**config.mk**
```make
export PLATFORM = sky130hd
export DESIGN_NAME = card_serial
export DESIGN_NICKNAME = d
export VERILOG_FILES = /design/src/include/card_serial_pkg.sv /design/src/rtl/card_serial.sv
export SDC_FILE = /design/constraint.sdc
export NUM_CORES = 1
export LEC_CHECK = 0
export BUFFER_PORTS_ARGS = -buffer_cell sky130_fd_sc_hd__buf_2
export CORE_MARGIN = 3
export CORE_UTILIZATION = 51
export CTS_CLUSTER_SIZE = 14
export DETAILED_ROUTE_END_ITERATION = 7
export HOLD_SLACK_MARGIN = 0.1
export PLACE_DENSITY = 0.84
export SLEW_MARGIN = 5
export SYNTH_ARGS = -nofsm -noshare
export SYNTH_HDL_FRONTEND = slang
export SYNTH_SLANG_ARGS = --single-unit
```
**constraint.sdc**
```tcl
create_clock -name CLOCK -period 2.1 [get_ports CLOCK]
set_input_delay 0.21 -clock CLOCK [delete_from_list [all_inputs] [get_ports CLOCK]]
set_output_delay 0.21 -clock CLOCK [all_outputs]
set_load 0.1 [all_outputs]
```
**src/include/card_serial_pkg.sv**
```systemverilog
// Constants, register map and state codes for the smart card serial unit
package card_serial_pkg;

  // Register byte offsets on the APB
  localparam logic [7:0] MODE_OFS  = 8'h00;
  localparam logic [7:0] CARD_OFS  = 8'h04;
  localparam logic [7:0] CTRL_OFS  = 8'h08;
  localparam logic [7:0] STAT_OFS  = 8'h0C;
  localparam logic [7:0] TXD_OFS   = 8'h10;
  localparam logic [7:0] RXD_OFS   = 8'h14;
  localparam logic [7:0] PORT_OFS  = 8'h18;

  // serial_mode_reg fields
  localparam int MODE_ODD_BIT = 0;
  // card_mode_reg fields
  localparam int CARD_SMIF_BIT = 0;
  // serial_control_reg fields
  localparam int CTRL_TIE_BIT  = 7;
  localparam int CTRL_RIE_BIT  = 6;
  localparam int CTRL_TE_BIT   = 5;
  localparam int CTRL_RE_BIT   = 4;
  localparam int CTRL_CKLV_BIT = 1;
  localparam int CTRL_CKOE_BIT = 0;
  // serial_status_reg fields
  localparam int STAT_RX_FULL_FLAG_BIT = 6;
  localparam int STAT_OVERRUN_FLAG_BIT = 5;
  localparam int STAT_ERS_BIT  = 4;
  localparam int STAT_PER_BIT  = 3;
  localparam int STAT_TX_END_FLAG_BIT = 2;
  // serial_port_reg fields
  localparam int PORT_DIR_BIT = 1;
  localparam int PORT_LVL_BIT = 0;

  // Reset values and the status clear mask
  localparam logic [7:0] MODE_RST = 8'h00;
  localparam logic [7:0] CARD_RST = 8'h00;
  localparam logic [7:0] CTRL_RST = 8'h00;
  localparam logic [7:0] STAT_RST = 8'h04;
  localparam logic [7:0] PORT_RST = 8'h00;
  localparam logic [7:0] DATA_RST = 8'h00;
  localparam logic [7:0] STAT_MASK = 8'h7C;

  // Timing: system clock, card clock, bit period
  localparam int CLK_HZ        = 20000000;
  localparam int SCK_PERIOD_NS = 400;
  localparam int SCK_DIV_INT   = (SCK_PERIOD_NS * (CLK_HZ / 1000000)) / 1000;
  localparam logic [2:0] SCK_DIV_LAST = 3'(SCK_DIV_INT - 1);
  localparam logic [2:0] SCK_HALF     = 3'(SCK_DIV_INT / 2);
  localparam int ETU_BASE      = 372;
  localparam int SAMPLE_PULSE  = 186;
  localparam logic [8:0] ETU_LAST  = 9'(ETU_BASE - 1);
  localparam logic [8:0] SAMPLE_AT = 9'(SAMPLE_PULSE - 1);
  localparam int FRAME_BITS    = 10;
  localparam logic [3:0] PAR_IDX  = 4'(FRAME_BITS - 1);
  localparam logic [3:0] SLOT_IDX = 4'(FRAME_BITS);
  localparam logic [3:0] LAST_IDX = 4'(FRAME_BITS + 1);

  // Link state machine
  typedef enum logic [1:0] {
    ST_IDLE = 2'b00,
    ST_RX   = 2'b01,
    ST_TX   = 2'b10
  } link_state_e;

endpackage

```
**src/rtl/card_serial.sv**
```systemverilog
// Smart card serial unit: APB registers, card clock, character engine
`timescale 1ns/10ps

module card_serial (
  // Clock, reset, enable
  input  wire logic        CLOCK,
  input  wire logic        RST_N,
  input  wire logic        CLK_EN,
  // APB slave
  input  wire logic        PSEL,
  input  wire logic        PENABLE,
  input  wire logic        PWRITE,
  input  wire logic [7:0]  PADDR,
  input  wire logic [31:0] PWDATA,
  output logic      [31:0] PRDATA,
  output logic             PREADY,
  output logic             PSLVERR,
  // Card clock pin
  output logic             SCK_OUT,
  output logic             SCK_OE,
  // Card data pin, open drain
  input  wire logic        DATA_IN,
  output logic             DATA_OUT,
  output logic             DATA_OE,
  // Interrupt requests
  output logic             TX_IRQ,
  output logic             RX_FULL_IRQ,
  output logic             ERROR_IRQ
);
  import card_serial_pkg::*;

  // Address decode for the slave error answer to reads and writes
  function automatic logic reg_hit(input logic [7:0] a);
    reg_hit = (a == MODE_OFS) || (a == CARD_OFS) || (a == CTRL_OFS) ||
              (a == STAT_OFS) || (a == TXD_OFS) || (a == RXD_OFS) ||
              (a == PORT_OFS);
  endfunction

  // Parity of a character, even unless odd is selected
  function automatic logic par_of(input logic [7:0] d, input logic odd);
    par_of = (^d) ^ odd;
  endfunction

  // Register state
  logic [7:0]  mode_r, mode_nxt;
  logic [7:0]  card_r, card_nxt;
  logic [7:0]  ctrl_r, ctrl_nxt;
  logic [7:0]  stat_r, stat_nxt;
  logic [7:0]  port_r, port_nxt;
  logic [7:0]  txd_r, txd_nxt;
  logic [7:0]  rxd_r, rxd_nxt;
  logic [31:0] prdata_r, prdata_nxt;
  logic        pready_r, pready_nxt;
  logic        pslverr_r, pslverr_nxt;
  logic        tx_irq_r, tx_irq_nxt;
  logic        rxf_irq_r, rxf_irq_nxt;
  logic        err_irq_r, err_irq_nxt;
  logic        wr_en, txd_wr;

  // Link side state
  logic        d1_r, d2_r, d3_r;
  logic        line, fall, tick;
  logic [2:0]  div_r, div_nxt;
  logic        run_r, run_nxt;
  logic        sck_r, sck_nxt;
  logic        sck_oe_r, sck_oe_nxt;
  link_state_e state_r, state_nxt;
  logic [3:0]  bit_r, bit_nxt;
  logic [8:0]  etu_r, etu_nxt;
  logic [7:0]  sh_r, sh_nxt;
  logic        err_r, err_nxt;
  logic        pend_r, pend_nxt;
  logic        oe_r, oe_nxt;
  logic        dout_r;
  logic        mid, end_bit, rx_done, rx_bad, tx_ok, tx_bad;

  // Control bits in short form
  logic odd_par, tx_irq_enable, rx_irq_enable, te, re, cklv, ckoe, smif, pdir, plvl;
  assign odd_par = mode_r[MODE_ODD_BIT];
  assign smif    = card_r[CARD_SMIF_BIT];
  assign tx_irq_enable     = ctrl_r[CTRL_TIE_BIT];
  assign rx_irq_enable     = ctrl_r[CTRL_RIE_BIT];
  assign te      = ctrl_r[CTRL_TE_BIT];
  assign re      = ctrl_r[CTRL_RE_BIT];
  assign cklv    = ctrl_r[CTRL_CKLV_BIT];
  assign ckoe    = ctrl_r[CTRL_CKOE_BIT];
  assign pdir    = port_r[PORT_DIR_BIT];
  assign plvl    = port_r[PORT_LVL_BIT];

  // Write lands at the edge where the master sees pready
  assign wr_en  = PSEL && PENABLE && PWRITE && pready_r;
  assign txd_wr = wr_en && (PADDR == TXD_OFS);

  // Register file and APB answer
  always_comb begin
    mode_nxt    = mode_r;
    card_nxt    = card_r;
    ctrl_nxt    = ctrl_r;
    port_nxt    = port_r;
    txd_nxt     = txd_r;
    rxd_nxt     = rxd_r;
    prdata_nxt  = prdata_r;
    pslverr_nxt = pslverr_r;
    // One wait state keeps prdata a flip-flop output
    pready_nxt  = PSEL && PENABLE && !pready_r;
    if (PSEL && PENABLE && !pready_r) begin
      pslverr_nxt = !reg_hit(PADDR);
      case (PADDR)
        MODE_OFS: prdata_nxt = {24'h000000, mode_r};
        CARD_OFS: prdata_nxt = {24'h000000, card_r};
        CTRL_OFS: prdata_nxt = {24'h000000, ctrl_r};
        STAT_OFS: prdata_nxt = {24'h000000, stat_r};
        TXD_OFS:  prdata_nxt = {24'h000000, txd_r};
        RXD_OFS:  prdata_nxt = {24'h000000, rxd_r};
        PORT_OFS: prdata_nxt = {24'h000000, port_r};
        default:  prdata_nxt = 32'h00000000;
      endcase
    end
    if (wr_en) begin
      case (PADDR)
        MODE_OFS: mode_nxt = PWDATA[7:0];
        CARD_OFS: card_nxt = PWDATA[7:0];
        CTRL_OFS: ctrl_nxt = PWDATA[7:0];
        PORT_OFS: port_nxt = PWDATA[7:0];
        TXD_OFS:  txd_nxt  = PWDATA[7:0];
        default:  ;
      endcase
    end
    // Status: software writes 0 to clear; a hardware set wins the race
    stat_nxt = stat_r;
    if (wr_en && (PADDR == STAT_OFS))
      stat_nxt = stat_r & (PWDATA[7:0] | ~STAT_MASK);
    if (txd_wr)
      stat_nxt[STAT_TX_END_FLAG_BIT] = 1'b0;
    if (rx_done) begin
      if (rx_bad)
        stat_nxt[STAT_PER_BIT] = 1'b1;
      else if (stat_r[STAT_RX_FULL_FLAG_BIT])
        stat_nxt[STAT_OVERRUN_FLAG_BIT] = 1'b1;
      else
        stat_nxt[STAT_RX_FULL_FLAG_BIT] = 1'b1;
      // Overrun keeps the unread character
      if (rx_bad || !stat_r[STAT_RX_FULL_FLAG_BIT])
        rxd_nxt = sh_r;
    end
    if (tx_bad)
      stat_nxt[STAT_ERS_BIT] = 1'b1;
    if (tx_ok)
      stat_nxt[STAT_TX_END_FLAG_BIT] = 1'b1;
    // Interrupt requests follow the flags
    tx_irq_nxt  = stat_nxt[STAT_TX_END_FLAG_BIT] && tx_irq_enable;
    rxf_irq_nxt = stat_nxt[STAT_RX_FULL_FLAG_BIT] && rx_irq_enable;
    err_irq_nxt = rx_irq_enable && (stat_nxt[STAT_OVERRUN_FLAG_BIT] ||
                  stat_nxt[STAT_PER_BIT] || stat_nxt[STAT_ERS_BIT]);
  end

  always_ff @(posedge CLOCK) begin
    if (!RST_N) begin
      mode_r    <= MODE_RST;
      card_r    <= CARD_RST;
      ctrl_r    <= CTRL_RST;
      stat_r    <= STAT_RST;
      port_r    <= PORT_RST;
      txd_r     <= DATA_RST;
      rxd_r     <= DATA_RST;
      prdata_r  <= 32'h00000000;
      pready_r  <= 1'b0;
      pslverr_r <= 1'b0;
      tx_irq_r  <= 1'b0;
      rxf_irq_r <= 1'b0;
      err_irq_r <= 1'b0;
    end else if (CLK_EN) begin
      mode_r    <= mode_nxt;
      card_r    <= card_nxt;
      ctrl_r    <= ctrl_nxt;
      stat_r    <= stat_nxt;
      port_r    <= port_nxt;
      txd_r     <= txd_nxt;
      rxd_r     <= rxd_nxt;
      prdata_r  <= prdata_nxt;
      pready_r  <= pready_nxt;
      pslverr_r <= pslverr_nxt;
      tx_irq_r  <= tx_irq_nxt;
      rxf_irq_r <= rxf_irq_nxt;
      err_irq_r <= err_irq_nxt;
    end
  end

  // Data pin synchroniser; the second stage feeds logic, the third only the falling-edge detect
  always_ff @(posedge CLOCK) begin
    if (!RST_N) begin
      d1_r <= 1'b1;
      d2_r <= 1'b1;
      d3_r <= 1'b1;
    end else if (CLK_EN) begin
      d1_r <= DATA_IN;
      d2_r <= d1_r;
      d3_r <= d2_r;
    end
  end
  assign line = d2_r;
  assign fall = d3_r && !d2_r;

  // Card clock divider; each period is one base clock pulse
  always_comb begin
    div_nxt = (div_r == SCK_DIV_LAST) ? 3'h0 : div_r + 3'h1;
    tick    = (div_r == SCK_DIV_LAST);
    // Enable is only looked at on a period boundary, so a stop or
    // restart never produces a short pulse
    run_nxt = tick ? ckoe : run_r;
    if (run_nxt)
      sck_nxt = (div_nxt < SCK_HALF);
    else
      sck_nxt = cklv;
    sck_oe_nxt = smif || pdir;
  end

  always_ff @(posedge CLOCK) begin
    if (!RST_N) begin
      div_r    <= 3'h0;
      run_r    <= 1'b0;
      sck_r    <= 1'b0;
      sck_oe_r <= 1'b0;
    end else if (CLK_EN) begin
      div_r    <= div_nxt;
      run_r    <= run_nxt;
      sck_r    <= sck_nxt;
      sck_oe_r <= sck_oe_nxt;
    end
  end

  // Character engine for both directions
  assign mid     = tick && (etu_r == SAMPLE_AT);
  assign end_bit = tick && (etu_r == ETU_LAST);

  always_comb begin
    state_nxt = state_r;
    bit_nxt   = bit_r;
    etu_nxt   = etu_r;
    sh_nxt    = sh_r;
    err_nxt   = err_r;
    oe_nxt    = 1'b0;
    pend_nxt  = pend_r || txd_wr;
    rx_done   = 1'b0;
    rx_bad    = 1'b0;
    tx_ok     = 1'b0;
    tx_bad    = 1'b0;
    if (tick)
      etu_nxt = (etu_r == ETU_LAST) ? 9'h000 : etu_r + 9'h001;
    if (end_bit && (bit_r != LAST_IDX))
      bit_nxt = bit_r + 4'h1;
    case (state_r)
      ST_IDLE: begin
        etu_nxt = 9'h000;
        bit_nxt = 4'h0;
        err_nxt = 1'b0;
        // Transmit starts on a base pulse so every bit is whole
        if (smif && re && fall)
          state_nxt = ST_RX;
        else if (smif && te && pend_r && tick) begin
          state_nxt = ST_TX;
          pend_nxt  = txd_wr;
        end
      end
      ST_RX: begin
        if (mid) begin
          if (bit_r == 4'h0) begin
            // Glitch rather than a start bit
            if (line)
              state_nxt = ST_IDLE;
          end else if (bit_r < PAR_IDX) begin
            sh_nxt = {line, sh_r[7:1]};
          end else if (bit_r == PAR_IDX) begin
            rx_done = 1'b1;
            rx_bad  = (line != par_of(sh_r, odd_par));
            err_nxt = rx_bad;
          end
        end
        // Pull the slot low only after a bad character
        if (bit_r == SLOT_IDX)
          oe_nxt = err_r;
        if (end_bit && (bit_r == LAST_IDX))
          state_nxt = ST_IDLE;
      end
      ST_TX: begin
        if (bit_r == 4'h0)
          oe_nxt = 1'b1;
        else if (bit_r < PAR_IDX)
          oe_nxt = !txd_r[3'(bit_r - 4'h1)];
        else if (bit_r == PAR_IDX)
          oe_nxt = !par_of(txd_r, odd_par);
        if (mid && (bit_r == SLOT_IDX))
          err_nxt = !line;
        if (end_bit && (bit_r == LAST_IDX)) begin
          if (err_r) begin
            tx_bad  = 1'b1;
            // Resend the held character, transmit end stays clear
            bit_nxt = 4'h0;
            err_nxt = 1'b0;
          end else begin
            tx_ok     = 1'b1;
            state_nxt = ST_IDLE;
          end
        end
      end
      default: state_nxt = ST_IDLE;
    endcase
    // Dropping the enables abandons the character
    if (((state_r == ST_TX) && !(smif && te)) ||
        ((state_r == ST_RX) && !(smif && re)))
      state_nxt = ST_IDLE;
  end

  always_ff @(posedge CLOCK) begin
    if (!RST_N) begin
      state_r <= ST_IDLE;
      bit_r   <= 4'h0;
      etu_r   <= 9'h000;
      sh_r    <= 8'h00;
      err_r   <= 1'b0;
      pend_r  <= 1'b0;
      oe_r    <= 1'b0;
      dout_r  <= 1'b0;
    end else if (CLK_EN) begin
      state_r <= state_nxt;
      bit_r   <= bit_nxt;
      etu_r   <= etu_nxt;
      sh_r    <= sh_nxt;
      err_r   <= err_nxt;
      pend_r  <= pend_nxt;
      oe_r    <= oe_nxt;
      dout_r  <= 1'b0; // Open drain: the enable alone shapes the line
    end
  end

  // Outputs straight from flip-flops
  assign PRDATA      = prdata_r;
  assign PREADY      = pready_r;
  assign PSLVERR     = pslverr_r;
  assign SCK_OUT     = sck_r;
  assign SCK_OE      = sck_oe_r;
  assign DATA_OUT    = dout_r;
  assign DATA_OE     = oe_r;
  assign TX_IRQ      = tx_irq_r;
  assign RX_FULL_IRQ = rxf_irq_r;
  assign ERROR_IRQ   = err_irq_r;

endmodule

```
==> metrics.md, run 1 <==
| Metric | Value |
|---|---|
| Final setup violation count | 0 |
| Final std cells w/o fill | 763 |
| Mapped Cells | 568 |
| Core Box Area | 0.00986 sq mm |
| Most used flip-flop cell after synthesis | dfxtp_1 |
| Reg2Reg Launch Point | div_r[0] |
| Top Metal Used | met4 |
| Horiz. Die Dim | 107 microns |
| Ant. Diodes | 0 |
| First-pass GRT wire length | 20600 microns |
| Post-synth top area share | 38.8% |
| Drt first pass iters | 5 |
| Max Cap Viol | 0 |
| Post-DP HPWL | 9760 microns |
| Maximum operating frequency | 0.479 GHz |
| Critical setup path kind | reg -> reg |
| Startpoint types | register |
| GR Util All Layers | 22.6% |
| Vias in the first global route | 4082 |
| Die area | 0.0115 sq mm |
| Crit path DAT | 2360 ps |
| Met2 wire length | 6420 microns |
| Largest net degree at the start of global routing | 25 |
| Worst vdd ir | 0.000408 V |
| Crit share post-route | 99.4% |
| Routed vias | 4453 |
| WL final | 13300 microns |
| # rows | 36 |
| CTS tree | yes |
| Post-synthesis instance area | 0.00521 sq mm |
| Synth Warn # | 0 |
| Gpl congestion | 0.926 |
| Metal-1 WL | 5580 microns |
| DIE HEIGHT | 107 microns |
| Clk sinks | 101 |
| Count leader, synth | dfxtp_1 |
| Ports | 88 |
| Final Util | 59.8% |
| Worst-path clk slew | 100 ps |
| Hold path start | PWDATA[1] |
| Sequential area share after synthesis | 38.8% |
| Total design power | 3620 uW |
| Share of layout cells above drive strength 1 | 20.2% |
| Power per standard cell area | 613 mW/mm^2 |
| Final net count | 685 |
| Metal3 WL | 983 microns |
| Leakage | 0.00242 uW |
| Root buffer cell | clkbuf_8 |
| EDFF count, synth | 0 |
| Crit path required time | 2370 ps |
| Final design area excluding fillers | 0.00590 sq mm |
| Initial DRC Count | 555 |
| Routed length per placed instance | 17.5 microns |
| Fillers | 800 |
| Minimum clock period | 2090 ps |
| R2r setup slk | 10 ps |
| Worst min path class | in -> reg |
| H-tree levels | 3 |
| Pins Over Slew Limit | 0 |
| Syn-to-layout area delta | 13.3% |
| Maximum buffer depth of the clock tree | 2 |
| Vias per cell | 5.84 |
| GR Overflow Total | 0 |
| Cell accounting for the most synthesized area | dfxtp_1 |
| Placed Area | 0.00562 sq mm |
| Clock latency on the worst-skew pair | 370 ps |
| Synth Register Bits | 101 |
| Clock skew | 13.9 ps |
| Largest cells by area after synthesis | dfxtp_1 39%, mux2i_1 14%, nor2_1 7.0% |
| Outcome | finished, final reports clean |
| Setup TNS | 0 ps |
| Starting Density | 52.8% |
| Unique masters post-synth | 68 |
| Crit. End Element | register |
| DRC | 0 |
| Synth cell count leaders | 101 x dfxtp_1, 97 x nor2_1, 73 x mux2i_1, 33 x nand2_1, 25 x buf_4 |
| Num CTS Buffers | 9 |
| Average instance area after synthesis | 9.18 sq um |
| Post-synthesis async set-or-reset flop share | 0% |
| Critical path fanouts, max | 3 |
| Worst setup startpoint | div_r[0] |
| Initial antenna violation count | 0 |
| Post-route ant nets | 0 |
| I/O Buffers | 38 |
| Final hold vios | 0 |
| Placed cells | 746 |
-- per-stage QoR --
step / worst slack, ps / hold WS [ps]
after global placement: 60.6 / 425
after global routing: -41.2 / 187
final: 13.4 / 166
after floorplan: 2.49 / 338
after CTS: 4.73 / 150
after detailed placement: -26.2 / 434
-- per-layer routing --
layer / vias up / global-route usage [%]
met5: - / 0
met3: 33 / 2.95
met2: 213 / 37.3
met1: 2157 / 30.3
li1: 2050 / -
met4: 0 / 8.58
-- sequential cells by signal (all words and copies together), names as in the netlist, 2 cells and up --
register and cells:
etu_r 9, PRDATA 8, card_r 8, ctrl_r 8, mode_r 8, port_r 8
rxd_r 8, sh_r 8, txd_r 8, stat_r 5, bit_r 4, div_r 3
state_r 2
-- cell usage in the layout (no fill, tap or decap), types with 4 or more instances in the layout --
master    synthesis  final
inv_1            13     13
xnor2_1          17     17
nor2b_1           9      9
nand3_1          13     13
o21ai_0          23     22
nand4_1           6      6
nor3_1            5      4
dfxtp_2           0      6
mux4_2            6      6
nand3b_1          5      5
mux2i_1          73     73
buf_2             5     38
a22oi_1           5      5
a211oi_1          5      5
o31ai_1           4      4
clkbuf_8          0      9
nand2_1          33     33
and3_1            5      4
mux2_2            4      4
dfxtp_1         101     95
conb_1            1     25
buf_4            25     34
nor2_1           97     97
ha_1             12     10
xor2_1            9      9
a21oi_1          17     16
-- path summary, 6_finish.rpt --
| kind | to | depth (start not counted) |
|---|---|---|
| worst min register to register | PRDATA[2] | 2 |
| worst min-delay path | port_r[1] | 3 |
| worst max register to register | err_r | 9 |
| worst max-delay path | err_r | 9 |
-- power breakdown --
part           total (uW)  switching (uW)  internal (uW)
clock                1230             679            552
combinational         445             365           79.2
sequential           1940            11.6           1930
total                3620            1060           2560
-- logic make-up (layout without fill, tap and decap cells) --
group           after synthesis  in the layout  synth area share, %
simple gates                196            196                 18.6
xor+xnor                     28             28                 5.11
fa+ha+maj                    12             12                 2.88
compound gates               81             81                 10.3
other cells                   1             25               0.0719
mux                          83             83                 17.5
flops                       101            101                 38.8
buf+inv                      66            104                 6.82
-- critical path, stage by stage (launching register included) --
cell and delay, ps:
dfxtp_2 350, ha_2 190, ha_4 130, nand2b_1 80, buf_4 160, nor4_1 390
mux2i_1 270, o2111ai_1 170, a2bb2oi_1 180, o41ai_1 70
-- final cells by class --
type	count	area, sq um	share of cell area [%]
Multi-Input combinational cell	425	2990	50.6
Inverter	15	56.3	0.954
Timing Repair Buffer	74	475	8.05
Tap cell	133	166	2.82
Clock inverter	5	61.3	1.04
Clock buffer	10	128	2.16
Sequential cell	101	2030	34.4
-- timing repair --
action | in CTS | in global routing
setup endpoints to repair | 8 | 17
hold buffers | 1 | 0
buffers inserted | 1 | 0
pin swaps | 1 | 4
endpoints found under the hold margin | 1 | 0
gates resized for setup | 0 | 17
Power figures use the tool's default switching activity.
==> run 2, diff against run 1 <==
--- a/config.mk
+++ b/config.mk
@@ -7,11 +7,11 @@
 export LEC_CHECK = 0
 export BUFFER_PORTS_ARGS = -buffer_cell sky130_fd_sc_hd__buf_2
 export CORE_MARGIN = 3
-export CORE_UTILIZATION = 51
+export CORE_UTILIZATION = 56
 export CTS_CLUSTER_SIZE = 14
 export DETAILED_ROUTE_END_ITERATION = 7
 export HOLD_SLACK_MARGIN = 0.1
-export PLACE_DENSITY = 0.84
+export PLACE_DENSITY = 0.88
 export SLEW_MARGIN = 5
 export SYNTH_ARGS = -nofsm -noshare
 export SYNTH_HDL_FRONTEND = slang
==> constraint.sdc (replaced) <==
create_clock -name CLOCK -period 2 [get_ports CLOCK]
set_input_delay 0.2 -clock CLOCK [delete_from_list [all_inputs] [get_ports CLOCK]]
set_output_delay 0.2 -clock CLOCK [all_outputs]
set_load 0.1 [all_outputs]
==> run 2 against run 1 <==
Non-clock buffer count rose by 11. Routed wire length rose by 0.70%. Flip-flop and latch count stayed put. Maximum frequency rose by 5.4%. Critical path depth decreased by 3. Via count fell by 1.3%. Sequential power up 5%. Sequential share of layout area fell by 0.68 points. Register-to-register slack about the same. Core utilization is 8.1 points higher. Clock power rose by 8%.
==> metrics.md, run 2 (synthesis results as in run 1) <==
| Metric | Value |
|---|---|
| R2r setup slk | 20 ps |
| Pre-CTS WS | -81.4 ps |
| Share of layout cells above drive strength 1 | 23.7% |
| DRC | 0 |
| Syn-to-layout area delta | 15.9% |
| DIE HEIGHT | 102 microns |
| Ant. Diodes | 0 |
| Initial DRC Count | 371 |
| CTS tree | yes |
| Clock power share | 34.6% |
| Minimum clock period | 1980 ps |
| Core Box Area | 0.00889 sq mm |
| Worst min path class | in -> reg |
| Crit. End Element | register |
| Starting Density | 58.6% |
| WL final | 13400 microns |
| Top Metal Used | met4 |
| Pins Over Slew Limit | 0 |
| Outcome | finished, final reports clean |
| Initial antenna violation count | 0 |
| Reg2Reg Launch Point | bit_r[0] |
| Root buffer cell | clkbuf_8 |
| Max reg flops | 9 |
| Commonest non-fill, non-tap cell in the layout | nor2_1 |
| Leakage | 0.00252 uW |
| Met2 wire length | 6430 microns |
| Final Util | 67.9% |
| Internal power | 2700 uW |
| Vias in the first global route | 4259 |
| Placed cells | 729 |
| Horiz. Die Dim | 102 microns |
| Hold slack | 134 ps |
| Power per standard cell area | 634 mW/mm^2 |
| Final std cells w/o fill | 750 |
| First-pass GRT wire length | 21100 microns |
| Num CTS Buffers | 9 |
| Most frequent cells in the layout | 97 x nor2_1, 92 x dfxtp_1, 72 x mux2i_1 |
| GR Overflow Total | 0 |
| Max Cap Viol | 0 |
| Final net count | 696 |
| Largest net degree at the start of global routing | 50 |
| Reg power frac | 53.2% |
| Final hold vios | 0 |
| Gpl congestion | 0.894 |
| Routed length per placed instance | 17.9 microns |
| Post-DP HPWL | 9570 microns |
| Sw Share | 29.4% |
| RSZ-0062 raised after global routing | true |
| Min-Delay Path Depth | 3 |
| Hold path start | PWDATA[1] |
| Clk sinks | 101 |
| Post-route ant nets | 0 |
| Hold path endpoint | mode_r[1] |
| Final setup violation count | 0 |
| Maximum buffer depth of the clock tree | 2 |
| Crit path DAT | 2240 ps |
| Critical path fanouts, max | 2 |
| Critical setup path kind | reg -> reg |
| Setup ws final | 19.9 ps |
| R2R cell count | 6 |
| Psw | 1130 uW |
| Gate power share | 12.2% |
| Clock latency on the worst-skew pair | 380 ps |
| Largest register by flop count | etu_r |
| I/O Buffers | 38 |
| Worst-path clk slew | 100 ps |
| Die area | 0.0105 sq mm |
| Worst vdd ir | 0.000374 V |
| Metal3 WL | 1110 microns |
| Crit share post-route | 99.0% |
| GR Util All Layers | 26.1% |
| Reg2reg end | DATA_OE |
| Clock skew | 14.2 ps |
| Crit path required time | 2260 ps |
| Ports | 88 |
| H-tree levels | 3 |
| Routed vias | 4397 |
| Metal-1 WL | 5540 microns |
| Maximum operating frequency | 0.505 GHz |
| Vias per cell | 5.86 |
| Drt first pass iters | 5 |
| # rows | 34 |
| Startpoint types | register |
[run 2: cell types whose count changed in the layout (fill, tap and decap cells not counted), moves of 2 or more]
cell / change
inv_1: -2
xnor2_2: +2
xnor2_1: -2
inv_2: +2
dfxtp_1: -3
buf_4: +11
dfxtp_2: +2
[run 2: worst max-delay path, cell delays in order, from the launching register on]
cell      delay (ps)
dfxtp_2          350
inv_2             50
ha_4             260
mux4_2           530
a221oi_2         300
a211oi_1          70
o31ai_1          310
[run 2: cell type report]
class	count	area [sq um]
Timing Repair Buffer	85	558
Fill cell	642	2850
Tap cell	108	135
Multi-Input combinational cell	425	3060
Clock buffer	10	128
Clock inverter	6	71.3
Inverter	15	56.3
Sequential cell	101	2040
[run 2: worst max-delay path by stage]
stage | startpoint | end | slack (ps) | depth (start not counted)
3_3_place_gp | PADDR[7] | mode_r[5] | -20 | 8
6_report | bit_r[0] | DATA_OE | 20 | 6
4_1_cts | div_r[1] | err_r | 6 | 9
5_1_grt | etu_r[1] | err_r | -60 | 9
3_5_place_dp | PADDR[7] | mode_r[7] | -80 | 8
2_1_floorplan | div_r[0] | rxd_r[7] | -4 | 8
[run 2: power by group through the flow]
| stage | clock network (uW) | registers [uW] | logic (uW) |
|---|---|---|---|
| after floorplan | 0 | 2110 | 367 |
| final | 1330 | 2040 | 467 |
| after CTS | 1340 | 2040 | 457 |
| after global routing | 1430 | 2040 | 489 |
| after detailed placement | 0 | 2080 | 453 |
| after global placement | 0 | 2080 | 444 |
[run 2: per-stage QoR]
step,TNS [ps],power (uW),cell area [sq um]
6_report,0,3830,6040
5_1_grt,-84.1,3960,6040
4_1_cts,0,3830,5930
3_5_place_dp,-932,2540,5670
3_3_place_gp,-256,2520,5670
2_1_floorplan,-33.9,2480,5320
[run 2: repair_timing]
action / 4_1_cts / 5_1_grt
hold endpoints to repair: 1 / 0
buffers inserted: 0 / 4
gates resized for setup: 8 / 22
pin swaps: 3 / 10
hold buffers: 1 / 0
endpoints found under the setup margin: 12 / 21
[run 2: layer usage]
metal	GRT usage (%)	vias to the layer above
li1	-	2076
met1	33.6	2067
met2	42.0	211
met3	4.98	43
met4	12.5	0
met5	0	-
